[src/ea_gen_cfg.svh]
// Constants for the indexed and relative operand location generator.
`ifndef EA_GEN_CFG_SVH
`define EA_GEN_CFG_SVH
`define ADDR_W          16
`define BYTE_W          8
`define PTR_RESET       8'h00
`define PC_RESET        16'h0000
`define ADDR_ZERO       16'h0000
`define LEN_ONE         16'h0001
`define LEN_TWO         16'h0002
`define LEN_THREE       16'h0003
`define ZERO_RESET      1'b0
`define PTR_STEP        8'h01
`define OFFS8_LIMIT     16'h01FE
`endif

[src/ea_gen_pkg.sv]
// Types shared by the operand location generator.
package ea_gen_pkg;
    typedef enum logic [2:0]
    {
        MODE_IDX0,
        MODE_IDX8,
        MODE_IDX16,
        MODE_REL,
        MODE_NONE
    } addr_mode_t;

    typedef enum logic [1:0]
    {
        CLASS_REGMEM,
        CLASS_RMW,
        CLASS_BRANCH,
        CLASS_OTHER
    } instr_class_t;

    typedef enum logic [1:0]
    {
        PTR_HOLD,
        PTR_LOAD,
        PTR_DEC
    } ptr_op_t;
endpackage

[src/ea_adder.sv]
// Address adder with carry kept to a chosen width and wrapped above it.
module ea_adder
#(
    parameter int WIDTH = 16
)
(
    input  wire logic [WIDTH-1:0] a,
    input  wire logic [WIDTH-1:0] b,
    output logic      [WIDTH-1:0] sum
);
    // The byte-offset carry needs at least nine bits of sum, so narrower adders are refused.
    if (WIDTH < 9)
    begin : g_width_check
        $error("ea_adder: width too small");
    end

    // Carry out of the top bit is dropped so the result wraps.
    assign sum = a + b;
endmodule // ea_adder

[src/ea_gen.sv]
// Indexed and relative operand location generator with pointer and zero flag.
`include "ea_gen_cfg.svh"
module ea_gen
(
    input  wire logic                      SYS_CLK,
    input  wire logic                      RESET,
    input  wire logic                      START,
    input  wire ea_gen_pkg::addr_mode_t    MODE,
    input  wire ea_gen_pkg::instr_class_t  INSTR_CLASS,
    input  wire logic [`ADDR_W-1:0]        INSTR_POINTER_IN,
    input  wire logic [`BYTE_W-1:0]        OFFSET_HI,
    input  wire logic [`BYTE_W-1:0]        OFFSET_LO,
    input  wire logic                      BRANCH_COND,
    input  wire logic                      BRANCH_IF_NONNULL,
    input  wire ea_gen_pkg::ptr_op_t       PTR_OP,
    input  wire logic [`BYTE_W-1:0]        PTR_LOAD_VALUE,
    output logic [`ADDR_W-1:0]             OPERAND_LOCATION,
    output logic [`ADDR_W-1:0]             INSTRUCTION_POINTER,
    output logic                           DONE,
    output logic                           ILLEGAL_MODE,
    output logic                           BRANCH_TAKEN,
    output logic                           ZERO_FLAG,
    output logic [`BYTE_W-1:0]             POINTER
);
    logic [`BYTE_W-1:0]  ptr_reg;
    logic [`BYTE_W-1:0]  ptr_next;
    logic                zero_reg;
    logic                zero_next;
    logic [`ADDR_W-1:0]  ptr_ext;
    logic [`ADDR_W-1:0]  offs16;
    logic [`ADDR_W-1:0]  rel_ext;
    logic [`ADDR_W-1:0]  idx16_sum;
    logic [`ADDR_W-1:0]  next_two;
    logic [`ADDR_W-1:0]  rel_sum;
    logic [`BYTE_W:0]    idx8_sum;
    logic [`ADDR_W-1:0]  loc_next;
    logic [`ADDR_W-1:0]  ip_next;
    logic                legal;
    logic                take;

    // The byte-offset sum needs one carry bit above the pointer width inside the address.
    if (`ADDR_W < `BYTE_W + 1)
    begin : g_width_check
        $error("ea_gen: address too narrow for the byte-offset carry");
    end

    // The word-offset sum needs both offset bytes to fit in the address.
    if (`ADDR_W < 2 * `BYTE_W)
    begin : g_word_check
        $error("ea_gen: address too narrow for a word offset");
    end

    // Pointer register is an eight-bit unsigned displacement.
    // pointer zero-extended
    assign ptr_ext = {{(`ADDR_W-`BYTE_W){1'b0}}, ptr_reg};
    assign offs16  = {OFFSET_HI, OFFSET_LO};
    assign rel_ext = {{(`ADDR_W-`BYTE_W){OFFSET_LO[`BYTE_W-1]}}, OFFSET_LO};
    assign idx8_sum = {1'b0, OFFSET_LO} + {1'b0, ptr_reg};
    assign next_two = INSTR_POINTER_IN + `LEN_TWO;

    ea_adder
    #(
        .WIDTH (`ADDR_W)
    )
    u_idx16_add
    (
        .a   (offs16),
        .b   (ptr_ext),
        .sum (idx16_sum)
    );

    ea_adder
    #(
        .WIDTH (`ADDR_W)
    )
    u_rel_add
    (
        .a   (next_two),
        .b   (rel_ext),
        .sum (rel_sum)
    );

    always_comb
    begin
        unique case (MODE)
            ea_gen_pkg::MODE_IDX0,
            ea_gen_pkg::MODE_IDX8:
                legal = (INSTR_CLASS == ea_gen_pkg::CLASS_REGMEM) || (INSTR_CLASS == ea_gen_pkg::CLASS_RMW);
            ea_gen_pkg::MODE_IDX16:
                legal = (INSTR_CLASS == ea_gen_pkg::CLASS_REGMEM);
            ea_gen_pkg::MODE_REL:
                legal = (INSTR_CLASS == ea_gen_pkg::CLASS_BRANCH);
            default:
                legal = 1'b0;
        endcase
    end

    always_comb
    begin
        if (BRANCH_IF_NONNULL)
            take = !zero_reg;
        else
            take = BRANCH_COND;
    end

    always_comb
    begin
        loc_next = `ADDR_ZERO;
        ip_next  = INSTR_POINTER_IN;
        unique case (MODE)
            ea_gen_pkg::MODE_IDX0:
            begin
                loc_next = ptr_ext + `ADDR_ZERO;
                ip_next  = INSTR_POINTER_IN + `LEN_ONE;
            end
            ea_gen_pkg::MODE_IDX8:
            begin
                loc_next = {{(`ADDR_W-`BYTE_W-1){1'b0}}, idx8_sum} + `ADDR_ZERO;
                ip_next  = next_two;
            end
            ea_gen_pkg::MODE_IDX16:
            begin
                loc_next = idx16_sum;
                ip_next  = INSTR_POINTER_IN + `LEN_THREE;
            end
            ea_gen_pkg::MODE_REL:
            begin
                loc_next = rel_sum;
                ip_next  = take ? rel_sum : next_two;
            end
            default:
            begin
                loc_next = `ADDR_ZERO;
                ip_next  = INSTR_POINTER_IN;
            end
        endcase
    end

    always_comb
    begin
        ptr_next  = ptr_reg;
        zero_next = zero_reg;
        unique case (PTR_OP)
            ea_gen_pkg::PTR_LOAD:
            begin
                ptr_next  = PTR_LOAD_VALUE;
                zero_next = (PTR_LOAD_VALUE == `PTR_RESET);
            end
            ea_gen_pkg::PTR_DEC:
            begin
                ptr_next  = ptr_reg - `PTR_STEP;
                zero_next = (ptr_reg == `PTR_STEP);
            end
            default:
            begin
                ptr_next  = ptr_reg;
                zero_next = zero_reg;
            end
        endcase
    end

    // Pointer register; the branch condition reads the zero flag register before this edge's update, not this one.
    always_ff @(posedge SYS_CLK)
    begin
        if (RESET)
        begin
            ptr_reg <= `PTR_RESET;
        end
        else
        begin
            ptr_reg <= ptr_next;
        end
    end

    // Zero flag register, kept apart from the pointer so each has one concern.
    always_ff @(posedge SYS_CLK)
    begin
        if (RESET)
        begin
            zero_reg <= `ZERO_RESET;
        end
        else
        begin
            zero_reg <= zero_next;
        end
    end

    // Completion pulse follows every request, legal or not.
    always_ff @(posedge SYS_CLK)
    begin
        if (RESET)
        begin
            DONE <= 1'b0;
        end
        else
        begin
            DONE <= START;
        end
    end

    // Refusal pulse stands with the completion pulse for one cycle.
    always_ff @(posedge SYS_CLK)
    begin
        if (RESET)
        begin
            ILLEGAL_MODE <= 1'b0;
        end
        else
        begin
            ILLEGAL_MODE <= START && !legal;
        end
    end

    // Taken pulse is raised only for an accepted relative request whose condition holds.
    always_ff @(posedge SYS_CLK)
    begin
        if (RESET)
        begin
            BRANCH_TAKEN <= 1'b0;
        end
        else
        begin
            BRANCH_TAKEN <= START && legal && (MODE == ea_gen_pkg::MODE_REL) && take;
        end
    end

    // Addresses change only on an accepted request, so a refused one leaves the last result standing.
    always_ff @(posedge SYS_CLK)
    begin
        if (RESET)
        begin
            OPERAND_LOCATION    <= `ADDR_ZERO;
            INSTRUCTION_POINTER <= `PC_RESET;
        end
        else if (START && legal)
        begin
            OPERAND_LOCATION    <= loc_next;
            INSTRUCTION_POINTER <= ip_next;
        end
    end

    // Visible zero flag is a registered copy, equal to the internal one every cycle.
    always_ff @(posedge SYS_CLK)
    begin
        if (RESET)
        begin
            ZERO_FLAG <= `ZERO_RESET;
        end
        else
        begin
            ZERO_FLAG <= zero_next;
        end
    end

    // Visible pointer is a registered copy, so the output comes straight from a flip-flop.
    always_ff @(posedge SYS_CLK)
    begin
        if (RESET)
        begin
            POINTER <= `PTR_RESET;
        end
        else
        begin
            POINTER <= ptr_next;
        end
    end
endmodule // ea_gen

[config.mk]
export PLATFORM = sky130hd
export DESIGN_NAME = ea_gen
export DESIGN_NICKNAME = d
export VERILOG_FILES = /design/src/ea_gen_pkg.sv /design/src/ea_adder.sv /design/src/ea_gen.sv
export VERILOG_INCLUDE_DIRS = /design/src
export SDC_FILE = /design/constraint.sdc
export NUM_CORES = 1
export LEC_CHECK = 0
export ABC_AREA = 1
export BUFFER_PORTS_ARGS = -buffer_cell sky130_fd_sc_hd__buf_2
export CAP_MARGIN = 40
export CORE_ASPECT_RATIO = 0.9
export CORE_MARGIN = 10
export CORE_UTILIZATION = 40
export DETAILED_ROUTE_END_ITERATION = 8
export PLACE_DENSITY = 0.7
export SYNTH_ARGS = -nofsm -noshare
export SYNTH_HDL_FRONTEND = slang
export SYNTH_SLANG_ARGS = --single-unit
[constraint.sdc]
create_clock -name SYS_CLK -period 7.4 [get_ports SYS_CLK]
set_clock_uncertainty 0.2 [all_clocks]
set_input_delay 1.11 -clock SYS_CLK [delete_from_list [all_inputs] [get_ports SYS_CLK]]
set_output_delay 1.11 -clock SYS_CLK [all_outputs]
set_load 0.03 [all_outputs]
Yosys cells after proc, flatten, opt, wreduce, memory -nomap -nowiden
Index checks and enable logic that the tools add are counted.

Reduce and logical (&&, ||, !) cells: 12. Shift-type cells: 0. Equality and inequality tests: 8. Mux-type cells: 7. Bitwise operators: 0. Div/mod/pow operators: 0. $mul: 0. $add $sub $neg: 7. $lt $le $gt $ge: 0.

Operators by type and width (count): $pmux 16 s4 (2); $add 16x2->16 const B (2); $add 16x1->16 const B (1); $add 16x16->16 (1); $add 16x8->16 (1); $mux 16 (1); $pmux 8 s2 (1); $add 8x8->9 (1); $eq 8x1->1 const B (1); $logic_not 8->1 (1); $sub 8x1->8 const B (1); $eq 3x2->1 const B (2); $eq 2x1->1 const B (2); $eq 2x2->1 const B (2); $logic_and 1x1->1 (4); $eq 3x1->1 const B (1); $logic_not 3->1 (1); $pmux 1 s3 (1); $logic_not 1->1 (2); $logic_not 2->1 (1); $pmux 1 s2 (1); $reduce_bool 2->1 (1); $reduce_or 2->1 (1); $logic_or 1x1->1 (1); $mux 1 (1).

Bits in writable memories: 0. Bits in latches: 0. Word-level logic and storage cells: 41. Output and inout bits: 44. Memory bits (read-only): 0. Bits of input ports: 52. Flip-flop bits (word level): 44. Memories: 0.

Logic depth before layout (Yosys ltp)
Gate-level depths: netlist of the first run.

Word-level depth: 6. Depth in mapped cells: 22. Mapped depth without buffers: 21.

By module
From an unflattened synthesis of the first run, not the netlist that was laid out.

Cell total of the unflattened synthesis: 1019. Area, all modules: 5586.6 sq um.

By module, submodules not included: ea_gen (times used 1, area each 3728.6 sq um, cells each 664, sequential area each 880.8 sq um); ea_adder at u_rel_add (times used 1, area each 930.9 sq um, cells each 176, sequential area each 0.0 sq um); ea_adder at u_idx16_add (times used 1, area each 927.1 sq um, cells each 179, sequential area each 0.0 sq um).

Least setup slack after synthesis of the first run
OpenSTA, ideal clock, no wires.

Path type: input to register. Start point: in INSTR_POINTER_IN[1]. End point: reg OPERAND_LOCATION[14]. Buffers on the path: 0. Setup time: 109 ps. Path slack: 4086 ps. Arrival: 3005 ps. Stages: 16. Data required time: 7091 ps. Cell sequence: ha_1 -> nand3_2 -> nor2_2 -> xor2_1 -> inv_1 -> ha_1 -> a21oi_1 -> nor2_1 -> nor2_1 -> nor2_1 -> nor2_1 -> nand3_1 -> nand3_1 -> nand3_1 -> nand2_1 -> inv_1.

Word-level cells in the longest chain between the ends: 3.

RTL lines: start: declaration (RTL line ea_gen.sv:10) `` input wire logic [`ADDR_W-1:0] INSTR_POINTER_IN, ``; $add 16x2->16 (no source line); $add 16x16->16 (RTL line ea_adder.sv:18) `assign sum = a + b;`; $pmux 16 s4 (RTL line ea_gen.sv:110) `unique case (MODE)`; end signal: assignment (RTL line ea_gen.sv:232) `` OPERAND_LOCATION <= `ADDR_ZERO; ``; end signal: assignment (RTL line ea_gen.sv:237) `OPERAND_LOCATION <= loc_next;`; end: declaration (RTL line ea_gen.sv:17) `` output logic [`ADDR_W-1:0] OPERAND_LOCATION, ``.

No other way between the ends. A chain may end at the register's enable or synchronous reset.

Worst setup path in the final report of the first run
Start point: in INSTR_POINTER_IN[1]. End point: reg INSTRUCTION_POINTER[13].

Word-level cells in the longest chain between the ends: 4. Elaborated cells on any way between the ends: 6. Classes of those cells: 4 x add/sub; 2 x mux.

RTL lines: $add 16x2->16 (no source line); $add 16x16->16 (RTL line ea_adder.sv:18); $mux 16 (RTL line ea_gen.sv:129) `ip_next = take ? rel_sum : next_two;`; $pmux 16 s4 * (RTL line ea_gen.sv:110); end signal: assignment (RTL line ea_gen.sv:233) `` INSTRUCTION_POINTER <= `PC_RESET; ``; end signal: assignment (RTL line ea_gen.sv:238) `INSTRUCTION_POINTER <= ip_next;`; end: declaration (RTL line ea_gen.sv:18) `` output logic [`ADDR_W-1:0] INSTRUCTION_POINTER, ``.

Every way passes the cells marked *; elsewhere a longest branch is shown, timed or not.

==> qor.csv, run 1 <==
metric,value,unit
synthDistinctLibCells,45,
final_cell_mix,"176 x nand2_1, 95 x buf_2, 88 x inv_1, 76 x nor2_1, 70 x nand3_1",
period_share,0.485,
dp_hpwl,12500,um
p_leak,0.00269,uW
routed_via_density,5.33,
cts_made_buffers,5,
cp-end-kind,register,
vdd_drop_max,85.6,uV
synth_ff_type,dfxtp_1,
cts.root.buffer_cell,clkbuf_16,
drive_gt1_frac,0.170,
post_cts_buffers,0,
synth_top_area_share,0.194,
n_antenna_cell,0,
cp_num_buf_inv,3,
min_path_type,reg -> reg,
path_delay_family,simple AND/OR/NAND/NOR gates,
syn_nets,825,
critPathArrivalTime,3.62,ns
yosysTopAreaCell,dfxtp_1,
ys_seq_elements,44,
slowest_delay,0.33,ns
yosys-top-cells-area,"dfxtp_1 19%, nand2_1 15%, ha_1 8.3%, nand3_1 7.7%, a21oi_1 7.4%",
ant_nets,0,
cts-hold-fix-buffers,0,
startpoint_type,input port,
insertion_delay,0.29,ns
start_util,0.415,
fmax,279,MHz
hold_viol,0,
status,"finished, final reports clean",
setup-violations-final,0,
place.gp.congestion,0.980,
timing.hold.ws,0.282,ns
crit_type,in -> reg,
setup-tns-final,0,ns
core,0.0109,sq mm
wl_per_cell,15.7,um
yosys_warnings,0,
power_density,156,mW/mm^2
synth_seq_area_share,0.194,
maxCapViolations,0,
drt-total-wl,15400,um
rsz0062_at_grt,no,
netlist_instances,740,
nNetsFinal,912,
dieArea,0.0160,sq mm
cp_cell_sequence,buf_2 -> ha_1 -> nand3_2 -> nor2_2 -> xor2_1 -> inv_1 -> ha_1 -> nand2_1 -> inv_1 -> a21oi_1 -> nor2_1 -> nor2_1 -> nand2_1 -> nand2_1 -> nand3_1 -> a21oi_2,
track_usage,0.187,
path_max_fanout,7,
drc,0,
maxSlewHeadroom,0.473,
cts_tree,built,
placed_area,0.00509,sq mm
clock_sink_count,44,
grt_start_max_net_pins,53,
route.vias.total,5226,
grt.overflow.total,0,
rows,36,
crit_required,7.44,ns
synth_edf_count,0,
syn2layout_area_growth,15.2,%
cts.path.max_buffers,2,
slew_violations,0,
clkTransAtPathRegs,0.07,ns
firstDrtPassIters,5,
ctsHtreeMaxLevel,2,
avgSynthCellArea,6.14,sq um
grt_pass1_wl,24900,um
cpMostUsedCell,nand2_1,
die_height,121,um
final_area,0.00524,sq mm
grt_pass1_vias,4811,
drtIter0Drc,504,
port_buffers,95,
mostFrequentLayoutCell,nand2_1,
tightest_slew,0.790,ns
critical-path-slowest-cell,ha_1,
antenna_found_initial,0,
io-pin-count,96,
async_flop_share,0,
dieWidth,132,um
cts.repair.resized,0,
period_minus_slack,3.59,ns
synth_area,0.00454,sq mm
## routing by layer
| metal | part of all wire | vias up | global-route usage |
|---|---|---|---|
| met5 | 0 | - | 0 |
| met4 | 0.0082 | 0 | 0.0391 |
| met3 | 0.092 | 14 | 0.0484 |
| met2 | 0.43 | 213 | 0.285 |
| met1 | 0.47 | 2358 | 0.259 |
| li1 | - | 2641 | - |
## path summary, 6_finish.rpt
path | start | endpoint | slack, ns | depth (start not counted)
max | INSTR_POINTER_IN[1] | INSTRUCTION_POINTER[13]$_SDFFE_PP0P_ | 3.81 | 16
min | OPERAND_LOCATION[0]$_SDFFE_PP0P_ | OPERAND_LOCATION[0]$_SDFFE_PP0P_ | 0.28 | 2
max reg2reg | POINTER[0]$_SDFFE_PP0P_ | OPERAND_LOCATION[8]$_SDFFE_PP0P_ | 5.04 | 11
min reg2reg | OPERAND_LOCATION[0]$_SDFFE_PP0P_ | OPERAND_LOCATION[0]$_SDFFE_PP0P_ | 0.28 | 2
## worst min-delay path: stages (launching register included)
cell and delay, ns:
dfxtp_1 0.31, nand2_1 0.06, a21oi_1 0.06
## cell usage after synthesis (all sizes together), types with 2 or more instances
cell type / number
o21bai: 2
xor2: 17
nor3: 11
a211oi: 2
fa: 3
nand3b: 5
a31oi: 6
nand2: 183
buf: 10
dfxtp: 44
nand4: 17
xnor2: 6
ha: 30
a21oi: 72
o21ai: 53
nor4: 4
nand3: 73
clkinv: 3
o211ai: 4
or2: 4
nor2: 85
inv: 94
clkbuf: 5
## state kept, by name, summed over array words and instances (netlist names)
register / count
BRANCH_TAKEN: 1
POINTER: 8
DONE: 1
OPERAND_LOCATION: 16
INSTRUCTION_POINTER: 16
ILLEGAL_MODE: 1
ZERO_FLAG: 1
## stage by stage
stage / util / total power [uW] / cells / setup slack [ns]
after global placement: 0.465 / 588 / 972 / 3.53
after detailed placement: 0.465 / 589 / 972 / 3.55
after floorplan: - / 496 / 740 / 4.09
after global routing: 0.478 / 871 / 980 / 3.49
after CTS: 0.478 / 815 / 980 / 3.85
final: 0.478 / 816 / 980 / 3.81
## where the power goes
| group | total [uW] | internal (uW) | switching (uW) |
|---|---|---|---|
| Sequential | 268 | 253 | 14.9 |
| Clock | 227 | 125 | 102 |
| Combinational | 322 | 104 | 218 |
| Total | 816 | 481 | 335 |
## kinds of logic (layout without fill, tap and decap cells)
logic type | count (synthesis) | after routing | synth area share
flip-flops | 44 | 44 | 0.194
AO/OA/AOI/OAI | 144 | 144 | 0.173
buffers and inverters | 112 | 200 | 0.107
adder cells (fa/ha/maj) | 33 | 33 | 0.0958
XOR/XNOR | 23 | 23 | 0.0476
AND/OR/NAND/NOR | 384 | 384 | 0.383
## area by class of cell
| class | instances | area, sq um |
|---|---|---|
| sequential | 44 | 881 |
| fill | 1176 | 5710 |
| clock buffer | 5 | 125 |
| clock inverter | 3 | 18.8 |
| timing repair buffer | 95 | 475 |
| tap | 152 | 190 |
| inverter | 97 | 369 |
| multi-input combinational | 584 | 3180 |
(Power assumes the default switching activity.)
==> run 2: changes to the inputs <==
==> constraint.sdc (replaced) <==
create_clock -name SYS_CLK -period 3.4 [get_ports SYS_CLK]
set_clock_uncertainty 0.2 [all_clocks]
set_input_delay 0.51 -clock SYS_CLK [delete_from_list [all_inputs] [get_ports SYS_CLK]]
set_output_delay 0.51 -clock SYS_CLK [all_outputs]
set_load 0.03 [all_outputs]
==> run 2 against run 1 <==
  * Largest power group unchanged
  * First-iteration DRC count down 20%
  * Register-to-register slack worse by 4.0 ns
  * Wire length down 2.2%
  * Critical endpoint is now INSTRUCTION_POINTER[12]$_SDFFE_PP0P_
==> qor.csv, run 2 (synthesis results as in run 1) <==
metric,value,unit
route.vias.total,5128,
clock_sink_count,44,
post_cts_buffers,0,
ant_nets,0,
internal-power,1070,uW
power_density,339,mW/mm^2
slew_violations,0,
grt_start_max_net_pins,53,
cts.repair.resized,0,
cp-end-kind,register,
cts_tree,built,
ctsHtreeMaxLevel,2,
dieWidth,132,um
cts-hold-fix-buffers,0,
grt_pass1_wl,24500,um
status,"finished, final reports clean",
path_max_fanout,7,
setup-tns-final,0,ns
comb_power_share,0.391,
crit_type,in -> reg,
hold_viol,0,
die_height,121,um
use_met2,0.284,
p_sw_frac,0.401,
dp_hpwl,12400,um
wl_per_cell,15.3,um
r2r_cells,11,
antenna_found_initial,0,
switchingPower,716,uW
min_path_type,reg -> reg,
firstDrtPassIters,5,
grt_pass1_vias,4761,
core,0.0109,sq mm
drc,0,
cts.path.max_buffers,2,
grt.overflow.total,0,
start_util,0.415,
crit_required,3.42,ns
final_cell_mix,"176 x nand2_1, 95 x buf_2, 88 x inv_1, 76 x nor2_1, 70 x nand3_1",
final_area,0.00527,sq mm
cts.root.buffer_cell,clkbuf_16,
routed_via_density,5.21,
insertion_delay,0.29,ns
setup-violations-final,0,
critPathArrivalTime,2.96,ns
clkTransAtPathRegs,0.06,ns
maxCapViolations,0,
clockPowerShare,0.283,
placed_area,0.00512,sq mm
rows,36,
syn2layout_area_growth,16.0,%
worstSetupStartpoint,INSTR_POINTER_IN[1],
place.gp.congestion,0.973,
mostFrequentLayoutCell,nand2_1,
n_antenna_cell,0,
rsz0062_at_grt,no,
worstHoldStart,OPERAND_LOCATION[0]$_SDFFE_PP0P_,
drt-total-wl,15100,um
period_share,0.864,
io-pin-count,96,
r2r_start,POINTER[0]$_SDFFE_PP0P_,
reg_top3,"INSTRUCTION_POINTER (16), OPERAND_LOCATION (16), POINTER (8)",
dieArea,0.0160,sq mm
tightest_slew,0.734,ns
p_leak,0.00271,uW
drive_gt1_frac,0.174,
grtUsageMet1,0.256,
drtIter0Drc,405,
gr-usage-met3,0.0397,
cts_made_buffers,5,
r2r_end,OPERAND_LOCATION[8]$_SDFFE_PP0P_,
startpoint_type,input port,
fmax,340,MHz
vdd_drop_max,192,uV
track_usage,0.183,
maxSlewHeadroom,0.510,
port_buffers,95,
grt_busiest_layer,met2,
crit_end,INSTRUCTION_POINTER[12]$_SDFFE_PP0P_,
period_minus_slack,2.94,ns
nNetsFinal,916,
seqPwrFrac,0.326,
rrSetupSlack,1.08,ns
==> run 2: final cells by class <==
class                      instances  area (sq um)
clock buffer                       6           139
tap                              152           190
clock inverter                     2          10.0
fill                            1167          5680
inverter                          97           369
sequential                        44           881
multi-input combinational        584          3180
timing repair buffer              99           505
==> run 2: worst min-delay path by stage <==
stage,end,slack (ns),cells after the start
after detailed placement,OPERAND_LOCATION[0]$_SDFFE_PP0P_,0.26,2
after floorplan,OPERAND_LOCATION[0]$_SDFFE_PP0P_,0.39,2
after CTS,OPERAND_LOCATION[0]$_SDFFE_PP0P_,0.27,2
after global routing,OPERAND_LOCATION[0]$_SDFFE_PP0P_,0.27,2
after global placement,OPERAND_LOCATION[0]$_SDFFE_PP0P_,0.26,2
final,OPERAND_LOCATION[0]$_SDFFE_PP0P_,0.27,2
==> run 2: through the flow <==
stage | total power [uW] | utilization | setup WS (ns) | instances | hold WS [ns]
floorplan | 1080 | - | 0.686 | 740 | 0.389
global placement | 1280 | 0.468 | 0.187 | 976 | 0.257
detailed placement | 1280 | 0.468 | 0.166 | 976 | 0.257
CTS | 1790 | 0.481 | 0.470 | 984 | 0.267
global route | 1910 | 0.481 | 0.141 | 984 | 0.274
finish | 1780 | 0.481 | 0.461 | 984 | 0.269
==> run 2: worst max-delay path, stage by stage <==
cell      delay (ns)
buf_2           0.18
ha_1            0.23
nand3_2         0.16
inv_1           0.11
nand4_1         0.09
xor2_1          0.23
inv_1           0.10
ha_1            0.36
a21oi_1         0.24
a21boi_0        0.26
nand3_1         0.10
nand2_1         0.08
nand3_1         0.13
a21oi_1         0.18
==> run 2: power by group through the flow <==
stage                     logic [uW]  clock network [uW]  registers [uW]
final                            698                 505             582
after global routing             779                 540             587
after CTS                        693                 514             581
after detailed placement         690                   0             593
after global placement           691                   0             593
after floorplan                  426                   0             654
==> run 2: layer usage <==
metal | part of all wire | up-vias
met3 | 0.089 | 14
met5 | 0 | -
met1 | 0.48 | 2268
met2 | 0.42 | 205
met4 | 0.0095 | 0
li1 | - | 2641
==> run 3: changes to the inputs <==
--- a/config.mk
+++ b/config.mk
@@ -10,10 +10,12 @@
 export BUFFER_PORTS_ARGS = -buffer_cell sky130_fd_sc_hd__buf_2
 export CAP_MARGIN = 40
 export CORE_ASPECT_RATIO = 0.9
-export CORE_MARGIN = 10
+export CORE_MARGIN = 2
 export CORE_UTILIZATION = 40
 export DETAILED_ROUTE_END_ITERATION = 8
 export PLACE_DENSITY = 0.7
+export RECOVER_POWER = 100
 export SYNTH_ARGS = -nofsm -noshare
 export SYNTH_HDL_FRONTEND = slang
 export SYNTH_SLANG_ARGS = --single-unit
+export TNS_END_PERCENT = 50
==> run 3 against run 2 <==
  * Register-to-register slack better by 0.03 ns
  * First-iteration DRC count grew 0.49%
  * Largest cell class unchanged
  * Combinational power shrank 2%
  * Via count increased by 0.94%
  * Cell count rose by 0.20%
  * Die area shrank 24%
==> qor.csv, run 3 (synthesis results as in run 1) <==
metric,value,unit
grt.overflow.total,0,
cts.repair.resized,0,
final_cell_mix,"177 x nand2_1, 90 x inv_1, 77 x nor2_1, 70 x nand3_1, 68 x a21oi_1",
period_share,0.890,
nNetsFinal,918,
core,0.0109,sq mm
rsz0062_at_grt,no,
cts-hold-fix-buffers,0,
ctsHtreeMaxLevel,2,
grt_pass1_vias,4598,
period_minus_slack,3.03,ns
slew_violations,0,
die_height,105,um
drt-total-wl,14500,um
tightest_slew,1.12,ns
power.total,1830,uW
clock_sink_count,44,
cts.path.max_buffers,2,
maxCapViolations,0,
setup-violations-final,0,
dieArea,0.0122,sq mm
crit_type,in -> reg,
clkTransAtPathRegs,0.06,ns
antenna_found_initial,0,
routed_via_density,5.25,
insertion_delay,0.29,ns
critPathArrivalTime,3.02,ns
cts_tree,built,
syn2layout_area_growth,15.1,%
drive_gt1_frac,0.113,
p_leak,0.00254,uW
track_usage,0.239,
drtIter0Drc,407,
dp_hpwl,11600,um
utilization,0.478,
startpoint_type,input port,
fmax,330,MHz
status,"finished, final reports clean",
grt_pass1_wl,23400,um
path_max_fanout,7,
grt_start_max_net_pins,29,
hold_viol,0,
mostFrequentLayoutCell,nand2_1,
route.vias.total,5176,
start_util,0.415,
cts_made_buffers,5,
power_density,350,mW/mm^2
io-pin-count,96,
min_path_type,reg -> reg,
cp-end-kind,register,
crit_required,3.39,ns
n_antenna_cell,0,
maxSlewHeadroom,0.254,
firstDrtPassIters,5,
wl_per_cell,14.7,um
ant_nets,0,
place.gp.congestion,0.933,
setup-tns-final,0,ns
reg_top3,"INSTRUCTION_POINTER (16), OPERAND_LOCATION (16), POINTER (8)",
dieWidth,116,um
post_cts_buffers,0,
fillCellCount,1220,
vdd_drop_max,204,uV
drc,0,
rows,36,
port_buffers,95,
cts.root.buffer_cell,clkbuf_16,
rrSetupSlack,1.11,ns
## run 3: cell types whose count changed in the layout (fill, tap and decap cells not counted), moves of 2 or more
cell      before  now
clkbuf_1       0   48
buf_2         95   49
o21ai_0       38   41
o21ai_1       14   11
inv_1         88   90
inv_2          5    3
## run 3: routing by layer
| layer | part of all wire | routed length, um | global-route usage | up-vias |
|---|---|---|---|---|
| met4 | 0.011 | 163 | 0.0561 | 0 |
| met2 | 0.42 | 6090 | 0.353 | 222 |
| met3 | 0.079 | 1140 | 0.0354 | 13 |
| li1 | - | - | - | 2646 |
| met5 | 0 | 0 | 0 | - |
| met1 | 0.49 | 7070 | 0.362 | 2295 |
## run 3: power by group
group	leakage, uW	internal (uW)	switching (uW)
Combinational	0.00210	220	467
Clock	0.0000808	346	217
Sequential	0.000361	550	33.3
## run 3: final timing paths
| kind | from | end | cells past startpoint |
|---|---|---|---|
| hold reg to reg | OPERAND_LOCATION[0]$_SDFFE_PP0P_ | OPERAND_LOCATION[0]$_SDFFE_PP0P_ | 2 |
| hold / removal | OPERAND_LOCATION[0]$_SDFFE_PP0P_ | OPERAND_LOCATION[0]$_SDFFE_PP0P_ | 2 |
| setup / recovery | INSTR_POINTER_IN[1] | OPERAND_LOCATION[12]$_SDFFE_PP0P_ | 15 |
| setup reg to reg | POINTER[0]$_SDFFE_PP0P_ | OPERAND_LOCATION[8]$_SDFFE_PP0P_ | 11 |
## run 3: stage by stage
stage	setup WS (ns)	hold WS (ns)	std cells	instance area (sq um)
2_1_floorplan	0.686	0.389	740	4540
3_3_place_gp	0.164	0.277	978	5140
3_5_place_dp	0.116	0.267	978	5140
4_1_cts	0.413	0.278	986	5300
5_1_grt	0.107	0.304	986	5230
6_report	0.373	0.280	986	5230
## run 3: final cells by class
| type | instances | area (sq um) | area share |
|---|---|---|---|
| multi-input combinational | 584 | 3170 | 0.606 |
| sequential | 44 | 881 | 0.168 |
| timing repair buffer | 101 | 459 | 0.0878 |
| inverter | 97 | 369 | 0.0706 |
| tap | 152 | 190 | 0.0364 |
| clock buffer | 6 | 129 | 0.0246 |
| clock inverter | 2 | 35.0 | 0.00670 |
## run 3: worst max-delay path, stage by stage
cell and delay (ns):
buf_2 0.18, ha_1 0.23, nand3_2 0.17, inv_1 0.12
nand4_1 0.10, xor2_1 0.26, inv_1 0.08, ha_1 0.36
a21oi_1 0.27, a21boi_0 0.27, nand4_1 0.16, nand3_1 0.11
nand3_1 0.10, nand2_1 0.07, inv_1 0.04
